`src/aics_pkg.sv`:
```
// Package: register map, field layout and encodings of the converter input/clock config block
package aics_pkg;

   // ----------------------------------------
   // Register byte addresses
   // ----------------------------------------
   localparam logic [7:0] ADDR_CLOCK_SAMPLE = 8'h00;
   localparam logic [7:0] ADDR_DMA_CONFIG   = 8'h04;
   localparam logic [7:0] ADDR_AUX_SELECT   = 8'h08;
   localparam logic [7:0] ADDR_PRI_SELECT   = 8'h0C;
   localparam logic [7:0] ADDR_SCAN_HIGH    = 8'h10;
   localparam logic [7:0] ADDR_SCAN_LOW     = 8'h14;
   localparam logic [7:0] ADDR_CTRL         = 8'h18;
   localparam logic [7:0] ADDR_STATUS       = 8'h1C;

   // ----------------------------------------
   // Writable bit masks
   // ----------------------------------------
   localparam logic [15:0] MASK_CLOCK_SAMPLE = 16'h9FFF;
   localparam logic [15:0] MASK_DMA_CONFIG   = 16'h0107;
   localparam logic [15:0] MASK_AUX_SELECT   = 16'h0707;
   localparam logic [15:0] MASK_PRI_SELECT   = 16'h9F9F;
   localparam logic [15:0] MASK_SCAN_HIGH    = 16'hC700;
   localparam logic [15:0] MASK_SCAN_LOW     = 16'hFFFF;
   localparam logic [15:0] MASK_CTRL         = 16'h0F03;
   localparam logic [15:0] REG_RESET         = 16'h0000;

   // ----------------------------------------
   // Field positions
   // ----------------------------------------
   localparam int CLK_SRC_BIT      = 15;
   localparam int SAMPLE_TIME_LSB  = 8;
   localparam int DMA_EN_BIT       = 8;
   localparam int AUX_POS_A_BIT    = 0;
   localparam int AUX_POS_B_BIT    = 8;
   localparam int PRI_POS_A_LSB    = 0;
   localparam int PRI_POS_B_LSB    = 8;
   localparam int PRI_NEG_A_BIT    = 7;
   localparam int PRI_NEG_B_BIT    = 15;
   localparam int CTRL_TWELVE_BIT  = 0;
   localparam int CTRL_ALT_BIT     = 1;
   localparam int CTRL_TRIG_LSB    = 8;
   localparam int CTRL_GROUP_BIT   = 11;

   // ----------------------------------------
   // Codes
   // ----------------------------------------
   localparam logic [2:0] TRIG_AUTO        = 3'h7;
   localparam logic [4:0] SEL_OPEN         = 5'h1F;
   localparam logic [4:0] SEL_TEMP         = 5'h1E;
   localparam logic [4:0] SEL_COMPARATOR_ONE_OUTPUT         = 5'h18;
   localparam logic [4:0] SEL_CMP3         = 5'h1A;
   localparam logic [4:0] SEL_LAST_PIN     = 5'h0F;

   // Primary positive route kinds
   typedef enum logic [2:0] {
      ROUTE_PIN  = 3'b000,
      ROUTE_CMP  = 3'b001,
      ROUTE_TEMP = 3'b010,
      ROUTE_OPEN = 3'b011,
      ROUTE_RSVD = 3'b100
   } aics_route_t;

   // AHB transfer codes
   localparam logic [1:0] HTRANS_NONSEQ = 2'b10;
   localparam logic [2:0] HSIZE_WORD    = 3'b010;
endpackage

```
`src/aics_top.sv`:
```
// Top: AHB-Lite register file, sample alternation and mux/clock control outputs
//
// Function
// - Auto-sample time applies only with trigger source 111 and group 0.
// - Divider ignored when internal RC conversion clock is chosen.
// - Buffer length codes 000..111 give 1..128 words.
// - Aux sample-A select clear routes inputs 0,1,2 to channels 1..3.
// - Aux sample-A select set routes comparators 1..3 to channels 1..3.
// - In twelve-bit mode aux sample-A positive select reads zero.
// - Primary code 11111 leaves channel 0 positive input open.
// - Primary code 11110 selects the temperature diode.
// - Primary codes 11000..11010 select comparators 1..3.
// - Primary codes 00000..01111 select analog inputs 0..15; others reserved.
// - Low scan bit x includes analog input x in the scan.
// - All low scan bits writable; missing pins convert low reference.
// - All implemented high scan bits writable; missing inputs convert low reference (high scan bits here only drive scanInternal, no low-reference path).
// - Unimplemented bits read zero and ignore writes.
// - Buffer length applies per analog input.
// - Alternate mode uses sample A then B alternately, else always A.
//
// The AHB-Lite slave port and the address map were left to the implementer.
module aics_top
   import aics_pkg::*;
#(
   parameter logic [15:0] PIN_PRESENT = 16'hFFFF
)
(
   // Clock and reset
   input  wire logic        mclk,
   input  wire logic        rst,
   // AHB-Lite slave
   input  wire logic        hsel,
   input  wire logic [7:0]  haddr,
   input  wire logic [1:0]  htrans,
   input  wire logic        hwrite,
   input  wire logic [2:0]  hsize,
   input  wire logic [31:0] hwdata,
   input  wire logic        hready,
   output logic [31:0]      hrdata,
   output logic             hreadyout,
   output logic             hresp,
   // Converter core events
   input  wire logic        sampleDone,
   // Converter control
   output logic             convTick,
   output logic [4:0]       sampleTime,
   output logic             sampleTimeValid,
   output logic             dmaEnable,
   output logic [7:0]       dmaWordsPerInput,
   // Primary channel routing
   output aics_route_t      primaryKind,
   output logic [3:0]       primaryIndex,
   output logic             primaryNeg,
   // Aux channel routing
   output logic             auxFromComparator,
   output logic [1:0]       auxNegSelect,
   // Scan
   output logic [15:0]      scanPins,
   output logic [15:0]      scanLowRef,
   output logic [4:0]       scanInternal,
   output logic             sampleB
);
   // ----------------------------------------
   // State
   // ----------------------------------------
   typedef struct packed {
      logic [15:0] clockSample;
      logic [15:0] dmaConfig;
      logic [15:0] auxSelect;
      logic [15:0] priSelect;
      logic [15:0] scanHigh;
      logic [15:0] scanLow;
      logic [15:0] ctrl;
      logic        phaseB;
      logic        wrPend;
      logic [7:0]  wrAddr;
      logic [31:0] rdata;
      logic        sampleTimeValid;
      logic [4:0]  sampleTime;
      logic        dmaEnable;
      logic [7:0]  dmaWords;
      aics_route_t priKind;
      logic [3:0]  priIndex;
      logic        priNeg;
      logic        auxCmp;
      logic [1:0]  auxNeg;
      logic [15:0] scanPins;
      logic [15:0] scanLowRef;
      logic [4:0]  scanInt;
   } aics_state_t;

   aics_state_t st, next_st;
   aics_route_t routeKind;
   logic [3:0]  routeIndex;
   logic [4:0]  priCode;
   logic        addrPhase;
   logic [15:0] auxRead;
   logic [15:0] rdVal;
   logic [15:0] wdat;
   logic        useRc;

   // ----------------------------------------
   // Submodules
   // ----------------------------------------
   assign useRc = st.clockSample[CLK_SRC_BIT];

   aics_clkdiv u_div (
      .mclk     (mclk),
      .rst      (rst),
      .enable   (!useRc),
      .divider  (st.clockSample[7:0]),
      .convTick (convTick)
   );

   aics_route u_route (
      .code  (priCode),
      .kind  (routeKind),
      .index (routeIndex)
   );

   assign priCode = st.phaseB ? st.priSelect[PRI_POS_B_LSB +: 5]
                              : st.priSelect[PRI_POS_A_LSB +: 5];

   // Sample-A aux positive select is unimplemented in twelve-bit mode
   assign auxRead = st.ctrl[CTRL_TWELVE_BIT] ?
                    (st.auxSelect & ~(16'h0001 << AUX_POS_A_BIT)) : st.auxSelect;

   assign addrPhase = hsel && hready && (htrans == HTRANS_NONSEQ);
   assign wdat      = hwdata[15:0];

   always_comb begin
      case (haddr)
         ADDR_CLOCK_SAMPLE: rdVal = st.clockSample;
         ADDR_DMA_CONFIG:   rdVal = st.dmaConfig;
         ADDR_AUX_SELECT:   rdVal = auxRead;
         ADDR_PRI_SELECT:   rdVal = st.priSelect;
         ADDR_SCAN_HIGH:    rdVal = st.scanHigh;
         ADDR_SCAN_LOW:     rdVal = st.scanLow;
         ADDR_CTRL:         rdVal = st.ctrl;
         ADDR_STATUS:       rdVal = {15'h0000, st.phaseB};
         default:           rdVal = 16'h0000;
      endcase
   end

   // ----------------------------------------
   // Next state
   // ----------------------------------------
   always_comb begin
      next_st = st;
      // Bus: read data captured in address phase, write applied in data phase
      if (addrPhase && !hwrite) begin
         next_st.rdata = {16'h0000, rdVal};
      end
      next_st.wrPend = addrPhase && hwrite && (hsize == HSIZE_WORD);
      next_st.wrAddr = haddr;
      if (st.wrPend) begin
         case (st.wrAddr)
            ADDR_CLOCK_SAMPLE: next_st.clockSample = wdat & MASK_CLOCK_SAMPLE;
            ADDR_DMA_CONFIG:   next_st.dmaConfig   = wdat & MASK_DMA_CONFIG;
            ADDR_AUX_SELECT:   next_st.auxSelect   = wdat & MASK_AUX_SELECT;
            ADDR_PRI_SELECT:   next_st.priSelect   = wdat & MASK_PRI_SELECT;
            ADDR_SCAN_HIGH:    next_st.scanHigh    = wdat & MASK_SCAN_HIGH;
            ADDR_SCAN_LOW:     next_st.scanLow     = wdat & MASK_SCAN_LOW;
            ADDR_CTRL:         next_st.ctrl        = wdat & MASK_CTRL;
            default:           next_st.ctrl        = st.ctrl;
         endcase
      end
      // Sample alternation
      if (!st.ctrl[CTRL_ALT_BIT]) begin
         next_st.phaseB = 1'b0;
      end else if (sampleDone) begin
         next_st.phaseB = !st.phaseB;
      end
      // Derived outputs
      next_st.sampleTimeValid = (st.ctrl[CTRL_TRIG_LSB +: 3] == TRIG_AUTO)
                                && !st.ctrl[CTRL_GROUP_BIT];
      next_st.sampleTime = next_st.sampleTimeValid ?
                           st.clockSample[SAMPLE_TIME_LSB +: 5] : 5'h00;
      next_st.dmaEnable = st.dmaConfig[DMA_EN_BIT];
      // Length is per input; unused when results stay in own buffer
      next_st.dmaWords = st.dmaConfig[DMA_EN_BIT] ?
                         (8'h01 << st.dmaConfig[2:0]) : 8'h00;
      next_st.priKind  = routeKind;
      next_st.priIndex = routeIndex;
      next_st.priNeg   = st.phaseB ? st.priSelect[PRI_NEG_B_BIT] : st.priSelect[PRI_NEG_A_BIT];
      next_st.auxCmp   = st.phaseB ? st.auxSelect[AUX_POS_B_BIT]
                                   : auxRead[AUX_POS_A_BIT];
      next_st.auxNeg   = st.phaseB ? st.auxSelect[10:9] : st.auxSelect[2:1];
      // Missing pins still scan, converting the low reference instead
      next_st.scanPins   = st.scanLow & PIN_PRESENT;
      next_st.scanLowRef = st.scanLow & ~PIN_PRESENT;
      next_st.scanInt    = {st.scanHigh[15], st.scanHigh[14], st.scanHigh[10],
                            st.scanHigh[9], st.scanHigh[8]};
   end

   always_ff @(posedge mclk) begin
      if (rst) begin
         st <= '0;
      end else begin
         st <= next_st;
      end
   end

   // ----------------------------------------
   // Outputs
   // ----------------------------------------
   assign hrdata            = st.rdata;
   assign hreadyout         = 1'b1;
   assign hresp             = 1'b0;
   assign sampleTime        = st.sampleTime;
   assign sampleTimeValid   = st.sampleTimeValid;
   assign dmaEnable         = st.dmaEnable;
   assign dmaWordsPerInput  = st.dmaWords;
   assign primaryKind       = st.priKind;
   assign primaryIndex      = st.priIndex;
   assign primaryNeg        = st.priNeg;
   assign auxFromComparator = st.auxCmp;
   assign auxNegSelect      = st.auxNeg;
   assign scanPins          = st.scanPins;
   assign scanLowRef        = st.scanLowRef;
   assign scanInternal      = st.scanInt;
   assign sampleB           = st.phaseB;

   // ----------------------------------------
   // Assertions
   // ----------------------------------------
   a_sample_gate: assert property (@(posedge mclk) disable iff (rst)
      sampleTimeValid |-> $past(st.ctrl[CTRL_TRIG_LSB +: 3]) == TRIG_AUTO)
      else $error("sample time valid without auto trigger");
   a_rc_stops_div: assert property (@(posedge mclk) disable iff (rst)
      useRc [*3] |-> !convTick)
      else $error("divider ticks while RC clock selected");
   a_dma_words: assert property (@(posedge mclk) disable iff (rst)
      $past(st.dmaConfig[DMA_EN_BIT])
      |-> dmaWordsPerInput == (8'h01 << $past(st.dmaConfig[2:0])))
      else $error("dma words mismatch");
   a_dma_off: assert property (@(posedge mclk) disable iff (rst)
      !$past(st.dmaConfig[DMA_EN_BIT]) |-> dmaWordsPerInput == 8'h00)
      else $error("dma length used while disabled");
   a_twelve_aux: assert property (@(posedge mclk) disable iff (rst)
      (addrPhase && !hwrite && haddr == ADDR_AUX_SELECT && st.ctrl[CTRL_TWELVE_BIT])
      |=> !hrdata[AUX_POS_A_BIT])
      else $error("aux select A visible in twelve-bit mode");
   a_unimpl_zero: assert property (@(posedge mclk) disable iff (rst)
      (st.dmaConfig & ~MASK_DMA_CONFIG) == 16'h0000
      && (st.scanHigh & ~MASK_SCAN_HIGH) == 16'h0000)
      else $error("unimplemented bit set");
   a_alt_hold: assert property (@(posedge mclk) disable iff (rst)
      !st.ctrl[CTRL_ALT_BIT] |=> !sampleB)
      else $error("sample B used without alternate mode");
   a_alt_toggle: assert property (@(posedge mclk) disable iff (rst)
      (st.ctrl[CTRL_ALT_BIT] && sampleDone) |=> sampleB != $past(sampleB))
      else $error("sample phase did not toggle");
   a_open_route: assert property (@(posedge mclk) disable iff (rst)
      (priCode == SEL_OPEN) |=> primaryKind == ROUTE_OPEN)
      else $error("open code not routed open");
   a_scan_split: assert property (@(posedge mclk) disable iff (rst)
      (scanPins | scanLowRef) == $past(st.scanLow))
      else $error("scan bit lost");

   c_alt_mode: cover property (@(posedge mclk) sampleB ##1 !sampleB);
   c_dma_max: cover property (@(posedge mclk) dmaWordsPerInput == 8'h80);
   c_temp_sel: cover property (@(posedge mclk) primaryKind == ROUTE_TEMP);
   c_sample_valid: cover property (@(posedge mclk) sampleTimeValid);
endmodule

```
`src/aics_clkdiv.sv`:
```
// Conversion clock divider: tick every divider+1 peripheral clocks
module aics_clkdiv
   import aics_pkg::*;
(
   // Clock and reset
   input  wire logic       mclk,
   input  wire logic       rst,
   // Control
   input  wire logic       enable,
   input  wire logic [7:0] divider,
   // Output
   output logic            convTick
);
   typedef struct packed {
      logic [7:0] count;
      logic       tick;
   } aics_div_t;

   aics_div_t st, next_st;

   always_comb begin
      next_st = st;
      next_st.tick = 1'b0;
      if (!enable) begin
         next_st.count = 8'h00;
      end else if (st.count >= divider) begin
         next_st.count = 8'h00;
         next_st.tick  = 1'b1;
      end else begin
         next_st.count = st.count + 8'h01;
      end
   end

   always_ff @(posedge mclk) begin
      if (rst) begin
         st <= '0;
      end else begin
         st <= next_st;
      end
   end

   assign convTick = st.tick;

   // Divide by one ticks every cycle, so only ratios above one leave a gap
   a_tick_period: assert property (@(posedge mclk) disable iff (rst)
      (convTick && enable && $stable(divider) && divider != 8'h00)
      |-> ##1 !convTick [*1])
      else $error("tick period shorter than expected");
endmodule

```
`src/aics_route.sv`:
```
// Primary positive select decoder
module aics_route
   import aics_pkg::*;
(
   // Select code
   input  wire logic [4:0] code,
   // Decoded route
   output aics_route_t     kind,
   output logic [3:0]      index
);
   always_comb begin
      index = 4'h0;
      if (code == SEL_OPEN) begin
         kind = ROUTE_OPEN;
      end else if (code == SEL_TEMP) begin
         kind = ROUTE_TEMP;
      end else if (code >= SEL_COMPARATOR_ONE_OUTPUT && code <= SEL_CMP3) begin
         kind  = ROUTE_CMP;
         index = 4'(code - SEL_COMPARATOR_ONE_OUTPUT + 5'h01);
      end else if (code <= SEL_LAST_PIN) begin
         kind  = ROUTE_PIN;
         index = code[3:0];
      end else begin
         kind = ROUTE_RSVD;
      end
   end
endmodule

```
`config.mk`:
```
export PLATFORM = sky130hd
export DESIGN_NAME = aics_top
export DESIGN_NICKNAME = d
export VERILOG_FILES = /design/src/aics_pkg.sv /design/src/aics_top.sv /design/src/aics_clkdiv.sv /design/src/aics_route.sv
export SDC_FILE = /design/constraint.sdc
export NUM_CORES = 1
export LEC_CHECK = 0
export BUFFER_PORTS_ARGS = -buffer_cell sky130_fd_sc_hd__buf_4
export CAP_MARGIN = 20
export CORE_ASPECT_RATIO = 1.75
export CORE_MARGIN = 10
export CORE_UTILIZATION = 40
export DETAILED_ROUTE_END_ITERATION = 16
export GPL_TIMING_DRIVEN = 0
export PLACE_DENSITY = 0.77
export SYNTH_ARGS = -nofsm -noshare
export SYNTH_HDL_FRONTEND = slang
export SYNTH_SLANG_ARGS = --single-unit
export TNS_END_PERCENT = 5
```
`constraint.sdc`:
```
create_clock -name mclk -period 2.05 [get_ports mclk]
set_input_delay 0.1025 -clock mclk [delete_from_list [all_inputs] [get_ports mclk]]
set_output_delay 0.1025 -clock mclk [all_outputs]
set_load 0.1 [all_outputs]
```
Yosys cells after proc, flatten, opt, wreduce, memory -nomap -nowiden
Cells that the tools add are included.
- logic and storage cells: 94
- register bits: 161
- bits of input ports: 51
- mux-type cells: 13
- $add $sub $neg: 3
- magnitude comparators: 4
- eq/ne operators: 18
- bitwise logic cells: 3
- shift operators: 1
- reductions and logical operators: 26
- operator list (cell ; count):
    $pmux W16 S8 ; 1
    $eq A8 B5 Y1 const B ; 7
    $eq A8 B4 Y1 const B ; 4
    $eq A8 B3 Y1 const B ; 2
    $logic_not A8 Y1 ; 2
    $reduce_and A2 Y1 ; 7
    $eq A5 B5 Y1 const B ; 2
    $add A8 B1 Y8 const B ; 1
    $ge A8 B8 Y1 ; 1
    $mux W2 ; 4
    $mux W4 ; 2
    $reduce_or A2 Y1 ; 4
    $shl A1 B3 Y8 const A ; 1
    $logic_and A1 B1 Y1 ; 7
    $reduce_or A3 Y1 ; 2
    $ge A5 B5 Y1 const B ; 1
    $le A5 B4 Y1 const B ; 1
    $le A5 B5 Y1 const B ; 1
    $mux W5 ; 1
    $add A4 B1 Y4 const B ; 1
    $mux W1 ; 4
    $reduce_or A4 Y1 ; 1
    $sub A4 B4 Y4 const B ; 1
    $eq A3 B2 Y1 const B ; 1
    other kinds (5) ; 9

Longest topological paths before layout
Gate-level depths: netlist (run 1).
- word-level depth: 6
- gate-level depth with buffers: 9
- depth with buffers taken out: 7

Hierarchy
From an unflattened synthesis (run 1), not the netlist that was laid out.
- cell total of the unflattened synthesis: 672
- area, all modules: 6532.5 µm²
- modules (own cells, without submodules) (module ; area each (µm²) ; instances ; cells an instance):
    aics_top ; 5739.3 ; 1 ; 585
    aics_clkdiv ; 605.6 ; 1 ; 61
    aics_route ; 187.7 ; 1 ; 26

Worst setup path after synthesis (run 1)
No wires, ideal clock.
- path kind: reg-to-reg
- start point: register st, in the netlist sampleB
- end point: register st, in the netlist primaryIndex[3]
- setup time: 0.096 ns
- slack: -0.837 ns
- clock period less this slack: 2.887 ns
- cell stages (with the launch flop): 9
- required time: 1.954 ns
- data arrival time: 2.792 ns
- cells stage by stage: dfxtp_1 -> clkbuf_1 -> buf_2 -> mux2i_1 -> inv_1 -> ha_1 -> o21a_1 -> or2_1 -> nor4b_1
- cells in the longest elaborated chain, start to end: 4
- RTL lines (what ; RTL line ; source):
    from (decl) ; aics_top.sv:92 ; aics_state_t st, next_st;
    from (signal assigned) ; aics_top.sv:200 ; st <= next_st;
    $mux W5 * ; aics_top.sv:121 ; assign priCode = st.phaseB ? st.priSelect[PRI_POS_B_LSB +: 5]
    $sub A4 B4 Y4, or another cell as far along ; aics_route.sv:19 ; index = 4'(code - SEL_COMPARATOR_ONE_OUTPUT + 5'h01);
    $add A4 B1 Y4, or another cell as far along ; aics_route.sv:19 ;
    $mux W4 ; aics_route.sv:17 ; end else if (code >= SEL_COMPARATOR_ONE_OUTPUT && code <= SEL_CMP3) begin
Every way passes the cells marked *; elsewhere a longest branch is shown, timed or not.
A chain may end at the register's enable or synchronous reset.

Worst setup path after layout (run 1)
- start point: register st[103] in the netlist's numbering
- end point: register st[201] in the netlist's numbering
- cells in the longest elaborated chain, start to end: 1
- RTL lines (what):
    $reduce_and A2 Y1 (no source line)
No other way between the ends.

==> results.toml, run 1 <==
[synth]
synth_mux_area_frac = 0.134
synth-xor-area-share = 0.00961
synth.most_common_cell = "dfxtp_1"
synth-adder-area-share = 0.0235
async_flop_share = 0
yosysTopAreaCellShare = 0.455
synth_top_family_by_area = "simple AND/OR/NAND/NOR gates"
syn_inst = 664
synth_edf_count = 0
synth.avg_cell_area_um2 = 9.61
syn_area_um2 = 6380
synth_compound_area_frac = 0.0639
synth_simple_gate_area_frac = 0.177
synth_common_cells = "145 x dfxtp_1, 93 x buf_4, 81 x nor2_1, 72 x mux2i_1, 35 x nor2b_1"
ys_seq_area_frac = 0.455
yosys_warnings = 0
ys_types = 52
synth_area_leaders = "dfxtp_1 45%, mux2i_1 11%, buf_4 11%"
synth_seq_cells = 145
netlist.top_cell.by_area = "dfxtp_1"
synth_flop_cell = "dfxtp_1"

[min_path]
min_path_cells = 3
hp-class = "in -> reg"
min_to = "st[211]$_SDFFE_PP0P_"
hold_start = "hwdata[10]"

[power]
power.density_nw_per_um2 = 763
peakVddDrop_uv = 572
leakage_nw = 3.86

[worst_setup_path]
cp_top_family = "simple AND/OR/NAND/NOR gates"
r2r-end = "st[201]$_SDFFE_PP0P_"
r2r_slack_ns = -0.02
path_cells = "or3b_4 -> or3_4 -> nor3b_4 -> buf_4 -> buf_4 -> mux2i_1 -> nor2_1"
worstPathArrival_ns = 2.37
path_depth = 7
ff2ff_path_depth = 7
worst-setup-path-type = "reg -> reg"
worst-path-buf-inv = 2
rr_startpoint = "st[103]$_SDFF_PP0_"
slowest_stage = "or3b_4"
critPathMaxFanout = 4
max_stage_delay_ns = 0.41
required_ns = 2.34
cp_common_cell = "buf_4"
crit_path_end_kind = "register"
critPathLaunchType = "register"

[status]
status = "finished with violations"
violations = "setup timing"

[layout]
drive_above_1_share = 0.302
diodes = 0
area_growth_pct = 31.4
fin_area_um2 = 8390
nNetsFinal = 902
finish.utilization = 0.531
fin_cells = 1039

[grt]
gr-total-overflow = 0
antenna_found_initial = 0
grt_max_degree = 17
grt_pass1_vias = 5127
grt_util_all_layers = 0.164
grt_pass1_wl_mm = 27.4

[sta]
slew_headroom = 0.394
worst_slew_pin_slew_ns = 0.901
fin_hold_ws_ns = 0.0136
fin_setup_tns_ns = -0.0350
period_minus_slack_ns = 2.07
maxSlewViolCount = 0
skew_ns = 0.00742
worst_slack_ns = -0.0250
min_period_over_period = 1.01
rsz0062_at_grt = "true"
setup_viol = 2
hold_viol = 0
max_freq_mhz = 482

[clock_network]
root_buffer = "clkbuf_16"
cts_max_path_buffers = 2
cts_made_buffers = 17
clk_pin_slew_ns = 0.06
clkLatencyLatePin_ns = 0.42
cts-htree-levels = 4
clock_sinks = 145
tritoncts = "done"

[floorplanning]
pin_count = 150
design.core.area_um2 = 15800
num_rows = 61
start_util = 0.404
dieArea_um2 = 21600
die_x_um = 115
die_h_um = 187

[placed_design]
dpl.cell_count = 981
port_buffers = 96
place_area_um2 = 7510
gp_congestion = 0.924
post-dp-hpwl_mm = 13.5

[detailed_routing]
drt_wl_total_mm = 17.7
route.vias.total = 5055
ant_nets = 0
drc = 0
post_drt_via_cell_ratio = 4.87
drt_pass1_iterations = 5
wl_per_cell_um = 17.0
drt_iter0_drc = 283

[flow_run]
max_cap_viol_count = 0
[tightest hold or removal path: cells and delay by family]
kind | cells | cell delay (ns)
buf+inv | 1 | 0.14
simple gates | 1 | 0.07
mux | 1 | 0.08
[what timing repair did]
item                                   CTS  global route
resized for setup                        2            13
endpoints found under the hold margin   48             0
setup endpoints to repair               35            34
setup buffers                            0             8
hold buffers                            20             0
pin swaps                                1             2
[where the power goes]
| group | leakage (nW) | switching (mW) | total (mW) | internal (mW) |
|---|---|---|---|---|
| combinational | 2.40 | 0.438 | 0.583 | 0.145 |
| clock | 0.284 | 1.15 | 2.98 | 1.83 |
| sequential | 1.17 | 0.00607 | 2.83 | 2.83 |
| total | 3.86 | 1.59 | 6.39 | 4.80 |
[flip-flops by register name, indices dropped and copies added, names as in the netlist, 2 cells and up]
register / cells
u_div.st: 8
dmaWordsPerInput: 8
scanPins: 16
auxNegSelect: 2
primaryKind: 3
next_st: 22
primaryIndex: 4
st: 50
hrdata: 16
scanInternal: 5
sampleTime: 5
[layout by cell type (no fill, tap or decap), drive strengths merged, types with 5 or more instances in the layout]
cell type / synthesis / layout
buf: 102 / 207
dfxtp: 145 / 145
nor2: 81 / 81
mux2i: 72 / 72
clkbuf: 19 / 37
nor2b: 35 / 35
conb: 2 / 34
nand2: 27 / 27
dlygate4sd3: 0 / 20
nor3: 19 / 19
nand3: 19 / 19
o21ai: 16 / 16
a21oi: 14 / 14
inv: 14 / 14
ha: 12 / 12
a22oi: 11 / 11
and2: 10 / 10
nor3b: 8 / 8
clkinv: 0 / 8
xor2: 6 / 6
a22o: 6 / 6
and3: 5 / 5
[cell families after synthesis]
group,count (synthesis)
simple gates,220
flops,145
buf+inv,135
mux,80
compound gates,63
fa+ha+maj,12
xor+xnor,7
other cells,2
[through the flow]
stage	power, mW	worst slack (ns)
CTS	6.41	-0.129
floorplan	3.31	-0.0535
global placement	3.43	-0.102
global route	6.57	-0.0703
detailed placement	3.44	-0.135
finish	6.39	-0.0250
[final cells by class]
type                    count  area [um2]
inverters                  14        52.6
fillers                  1400        7410
multi-input cells         416        2780
clock buffers              19         453
flip-flops and latches    145        2910
repair buffers            124         985
plain buffers             121         855
clock inverters            11         115
well taps                 189         236
[per-layer routing]
layer / vias to the layer above / GRT usage / part of all wire
met5: - / 0 / 0
met2: 210 / 0.299 / 0.53
met1: 2326 / 0.156 / 0.35
met4: 0 / 0.0940 / 0.045
met3: 49 / 0.0472 / 0.073
li1: 2470 / - / -
[how the worst max path moves through the flow]
stage | end | slack (ns) | from
floorplan | primaryIndex[3]$_SDFF_PP0_ | -0.05 | sampleB$_SDFFE_PP0P_
global placement | st[210]$_SDFFE_PP0P_ | -0.10 | st[103]$_SDFF_PP0_
detailed placement | st[206]$_SDFFE_PP0P_ | -0.13 | st[96]$_SDFF_PP0_
CTS | st[206]$_SDFFE_PP0P_ | -0.13 | st[103]$_SDFF_PP0_
global route | st[213]$_SDFFE_PP0P_ | -0.07 | st[102]$_SDFF_PP0_
finish | st[201]$_SDFFE_PP0P_ | -0.02 | st[103]$_SDFF_PP0_
No activity file was read; power rests on OpenSTA's default activity.
==> inputs of run 2 (changes only) <==
--- a/config.mk
+++ b/config.mk
@@ -13,5 +13,5 @@
 export DETAILED_ROUTE_END_ITERATION = 16
 export GPL_TIMING_DRIVEN = 0
-export PLACE_DENSITY = 0.77
+export PLACE_DENSITY = 0.63
 export SYNTH_ARGS = -nofsm -noshare
 export SYNTH_HDL_FRONTEND = slang
==> constraint.sdc (replaced) <==
create_clock -name mclk -period 2.05 [get_ports mclk]
set_input_delay 0.205 -clock mclk [delete_from_list [all_inputs] [get_ports mclk]]
set_output_delay 0.205 -clock mclk [all_outputs]
set_load 0.1 [all_outputs]
==> run 2 against run 1 <==
Net effect:
- the flow now finishes without violations
- global-route usage grew 0.42 points
- non-clock buffer count shrank 20
- critical path depth is the same
- register-to-register slack gained 0.06 ns
- flip-flop and latch count is the same
- clock power grew 21%
- setup slack gained 0.057 ns
- combinational power shrank 4.6%
- critical path type unchanged
- critical endpoint is now st[208]$_SDFFE_PP0P_
- largest power group unchanged
- highest routed layer unchanged
==> results.toml, run 2 (synthesized netlist as in run 1, its figures left out) <==
[status]
status = "completed"

[clock_network]
clock_sinks = 145
cts-htree-levels = 4
clk_pin_slew_ns = 0.06
cts_made_buffers = 17
cts_max_path_buffers = 2
tritoncts = "done"
clkLatencyLatePin_ns = 0.42
root_buffer = "clkbuf_16"

[min_path]
hp-class = "in -> reg"
hold_start = "haddr[7]"

[layout]
regMostFlops = "st"
largest_reg_flops = 50
nNetsFinal = 882
fin_area_um2 = 8320
layout_common_cells = "194 x buf_4, 144 x dfxtp_1, 81 x nor2_1"
diodes = 0
drive_above_1_share = 0.308
final_common_cell = "buf_4"
fin_cells = 1021
fillers = 1450
area_growth_pct = 30.3
finish.utilization = 0.526

[worst_setup_path]
crit_path_end_kind = "register"
cp-startpoint = "st[102]$_SDFF_PP0_"
path_cells = "or3b_4 -> or3_4 -> nor3b_4 -> buf_6 -> buf_8 -> mux2i_1 -> nor2_1"
ff2ff_path_depth = 7
slowest_stage = "or3b_4"
critPathLaunchType = "register"
critPathCapture = "st[208]$_SDFFE_PP0P_"
worst-path-buf-inv = 2
critPathMaxFanout = 6
rr_startpoint = "st[102]$_SDFF_PP0_"
path_depth = 7
worst-setup-path-type = "reg -> reg"
r2r-end = "st[208]$_SDFFE_PP0P_"
cp_top_family = "simple AND/OR/NAND/NOR gates"
r2r_slack_ns = 0.03
max_stage_delay_ns = 0.43
required_ns = 2.34
worstPathArrival_ns = 2.31

[floorplanning]
num_rows = 61
die_h_um = 187
start_util = 0.404
design.core.area_um2 = 15800
die_x_um = 115
dieArea_um2 = 21600
pin_count = 150

[placed_design]
gp_congestion = 0.885
port_buffers = 96
post-dp-hpwl_mm = 13.9
place_area_um2 = 7510
dpl.cell_count = 981

[grt]
met3_usage = 0.0424
top_usage_layer = "met2"
gr-total-overflow = 0
grt_max_degree = 17
grt_pass1_vias = 5213
use_met2 = 0.312
grt_util_all_layers = 0.168
grt_use_met1 = 0.170
grt_pass1_wl_mm = 28.2
antenna_found_initial = 0

[flow_run]
max_cap_viol_count = 0

[power]
leakage_nw = 3.82
p_int_mw = 5.34
power.density_nw_per_um2 = 842
p_sw_frac = 0.238
finalPower_mw = 7.00
p_sw_mw = 1.67
p_comb_frac = 0.079
seqPwrFrac = 0.404
peakVddDrop_uv = 480
clkPwrFrac = 0.516

[sta]
slew_headroom = 0.417
hold_viol = 0
max_freq_mhz = 496
fin_setup_tns_ns = 0
setup_viol = 0
worst_slew_pin_slew_ns = 0.868
rsz0062_at_grt = "true"
skew_ns = 0.00619
maxSlewViolCount = 0
min_period_over_period = 0.984
period_minus_slack_ns = 2.02

[detailed_routing]
wl_per_cell_um = 17.8
drt_iter0_drc = 238
route.vias.total = 4966
post_drt_via_cell_ratio = 4.86
drt_wl_total_mm = 18.2
drc = 0
drt_pass1_iterations = 5
ant_nets = 0
## run 2: power by group through the flow
| stage | sequential [mW] | combinational (mW) | clock, mW |
|---|---|---|---|
| floorplan | 2.90 | 0.415 | 0 |
| global placement | 2.89 | 0.543 | 0 |
| detailed placement | 2.89 | 0.546 | 0 |
| CTS | 2.83 | 0.549 | 3.64 |
| global route | 2.83 | 0.581 | 3.75 |
| finish | 2.83 | 0.556 | 3.62 |
## run 2: routing by layer
| metal | share of wire | vias up |
|---|---|---|
| li1 | - | 2427 |
| met1 | 0.37 | 2351 |
| met2 | 0.54 | 159 |
| met3 | 0.059 | 29 |
| met4 | 0.025 | 0 |
| met5 | 0 | - |
## run 2: what timing repair did
item                                    4_1_cts  5_1_grt
hold buffers                                  1        0
gates cloned                                  0        1
gates resized for setup                       1       13
pin swaps                                     1        2
endpoints found under the hold margin         1        0
endpoints found under the setup margin       35       39
setup buffers                                 0        6
## run 2: cell type report
| class | count | area [um2] | area share |
|---|---|---|---|
| Buffer | 121 | 853 | 0.103 |
| Timing Repair Buffer | 104 | 803 | 0.0966 |
| Clock buffer | 20 | 467 | 0.0561 |
| Tap cell | 189 | 236 | 0.0284 |
| Multi-Input combinational cell | 416 | 2770 | 0.333 |
| Clock inverter | 12 | 226 | 0.0272 |
| Inverter | 14 | 52.6 | 0.00632 |
| Sequential cell | 145 | 2910 | 0.350 |
## run 2: per-stage QoR
stage | hold WS (ns) | setup WS [ns]
final | 0.00817 | 0.0320
after detailed placement | 0.398 | -0.177
after global routing | 0.00756 | -0.0337
after floorplan | 0.282 | -0.0535
after CTS | 0.00561 | -0.151
after global placement | 0.398 | -0.134
## run 2: worst reg2reg max path, stage by stage (launching register included)
cell	delay, ns
dfxtp_1	0.30
or3b_4	0.43
or3_4	0.38
nor3b_4	0.20
buf_6	0.16
buf_8	0.15
mux2i_1	0.22
nor2_1	0.05
## run 2: how the worst min path moves through the flow
stage                          to  slack [ns]  cells past startpoint
6_report       st[102]$_SDFF_PP0_       0.008                      2
5_1_grt        st[102]$_SDFF_PP0_       0.008                      2
2_1_floorplan  st[103]$_SDFF_PP0_        0.28                      1
4_1_cts        st[102]$_SDFF_PP0_       0.006                      2
3_3_place_gp   st[103]$_SDFF_PP0_        0.40                      2
3_5_place_dp   st[103]$_SDFF_PP0_        0.40                      2
==> inputs of run 3 (changes only) <==
Settings changed: RECOVER_POWER set to 100.
==> run 3 against run 2 <==
Net effect:
- routed wire length increased by 0.34%
- total power decreased by 0.14%
- maximum frequency hardly changed
- clock skew rose by 0.0022 ns
- hold slack improved by 0.0051 ns
- critical path type unchanged
- largest power group unchanged
==> results.toml, run 3 (synthesized netlist as in run 1, its figures left out) <==
[clock_network]
cts-htree-levels = 4
clock_sinks = 145
cts_made_buffers = 17
cts_max_path_buffers = 2
clk_pin_slew_ns = 0.06
root_buffer = "clkbuf_16"
tritoncts = "done"
clkLatencyLatePin_ns = 0.42

[layout]
nNetsFinal = 882
fin_area_um2 = 8150
drive_above_1_share = 0.308
layout_common_cells = "144 x dfxtp_1, 129 x buf_4, 81 x nor2_1"
fillers = 1490
diodes = 0
regMostFlops = "st"
final_common_cell = "dfxtp_1"
largest_reg_flops = 50
area_growth_pct = 27.8
seq_area_um2 = 2910
multi_input_comb_area_um2 = 2770

[min_path]
hp-class = "in -> reg"

[power]
leakage_nw = 3.76
seqPwrFrac = 0.405
p_comb_frac = 0.079
power.density_nw_per_um2 = 858
peakVddDrop_uv = 479
p_sw_frac = 0.237
p_sw_mw = 1.66
p_int_mw = 5.34
clkPwrFrac = 0.516

[floorplanning]
num_rows = 61
dieArea_um2 = 21600
die_h_um = 187
design.core.area_um2 = 15800
pin_count = 150
start_util = 0.404
die_x_um = 115

[grt]
antenna_found_initial = 0
grt_max_degree = 17
grt_pass1_wl_mm = 28.2
grt_pass1_vias = 5213
gr-total-overflow = 0
grt_util_all_layers = 0.168

[placed_design]
place_area_um2 = 7510
post-dp-hpwl_mm = 13.9
gp_congestion = 0.885
port_buffers = 96

[sta]
setup_viol = 0
slew_headroom = 0.445
min_period_over_period = 0.984
max_freq_mhz = 496
rsz0062_at_grt = "true"
fin_setup_tns_ns = 0
skew_ns = 0.00840
period_minus_slack_ns = 2.02
hold_viol = 0
worst_slew_pin_slew_ns = 0.827
maxSlewViolCount = 0

[detailed_routing]
met2_wirelength_mm = 9.82
wirelength_met1_mm = 6.86
drt_pass1_iterations = 6
highest_layer = "met4"
drc = 0
drt_wl_total_mm = 18.2
ant_nets = 0
route.met3.wl_mm = 1.03
post_drt_via_cell_ratio = 4.85
wl_per_cell_um = 17.9
drt_iter0_drc = 215
route.vias.total = 4948

[worst_setup_path]
worst-setup-path-type = "reg -> reg"
critPathLaunchType = "register"
critPathMaxFanout = 6
worstPathArrival_ns = 2.30
required_ns = 2.34
crit_path_end_kind = "register"

[status]
status = "completed"

[flow_run]
max_cap_viol_count = 0
-- run 3: critical path: stages, from the launching register on --
cell	delay (ns)
dfxtp_1	0.30
or3b_4	0.43
or3_4	0.38
nor3b_4	0.20
buf_6	0.16
buf_8	0.15
mux2i_1	0.22
nor2_1	0.05
-- run 3: metrics by stage --
stage / power, mW / utilization / worst slack, ns / hold WS [ns] / std cells
2_1_floorplan: 3.31 / - / -0.0535 / 0.282 / 696
3_3_place_gp: 3.44 / 0.475 / -0.134 / 0.398 / 981
3_5_place_dp: 3.44 / 0.475 / -0.177 / 0.398 / 981
4_1_cts: 7.02 / 0.520 / -0.151 / 0.00561 / 1014
5_1_grt: 7.16 / 0.516 / -0.0337 / 0.00756 / 1021
6_report: 7.00 / 0.516 / 0.0325 / 0.0132 / 1021
-- run 3: cell type report --
| type | count | area share |
|---|---|---|
| Buffer | 121 | 0.105 |
| Sequential cell | 145 | 0.357 |
| Multi-Input combinational cell | 416 | 0.340 |
| Timing Repair Buffer | 104 | 0.0786 |
| Clock inverter | 12 | 0.0278 |
| Tap cell | 189 | 0.0290 |
| Inverter | 14 | 0.00645 |
| Clock buffer | 20 | 0.0572 |
-- run 3: power by group through the flow --
| stage | clock (mW) | sequential [mW] | combinational, mW |
|---|---|---|---|
| after floorplan | 0 | 2.90 | 0.415 |
| after global placement | 0 | 2.89 | 0.543 |
| after detailed placement | 0 | 2.89 | 0.546 |
| after CTS | 3.64 | 2.83 | 0.549 |
| after global routing | 3.75 | 2.83 | 0.581 |
| final | 3.61 | 2.83 | 0.555 |
-- run 3: timing repair --
action,4_1_cts,5_1_grt
hold buffers,1,0
setup buffers,0,6
gates cloned,0,1
resized for setup,1,13
pin swaps,1,2
endpoints found under the hold margin,1,0
endpoints found under the setup margin,35,39
-- run 3: final timing paths --
| check | depth (start not counted) | from | slack, ns | to |
|---|---|---|---|---|
| max reg2reg | 7 | st[102]$_SDFF_PP0_ | 0.03 | st[208]$_SDFFE_PP0P_ |
| max | 7 | st[102]$_SDFF_PP0_ | 0.03 | st[208]$_SDFFE_PP0P_ |
| min reg2reg | 2 | hrdata[2]$_SDFFE_PP0P_ | 0.46 | hrdata[2]$_SDFFE_PP0P_ |
| min | 2 | haddr[7] | 0.01 | st[102]$_SDFF_PP0_ |
-- run 3: routing by layer --
layer	GRT usage	up-vias
met1	0.170	2346
met5	0	-
met2	0.312	149
li1	-	2426
met3	0.0424	27
met4	0.0705	0
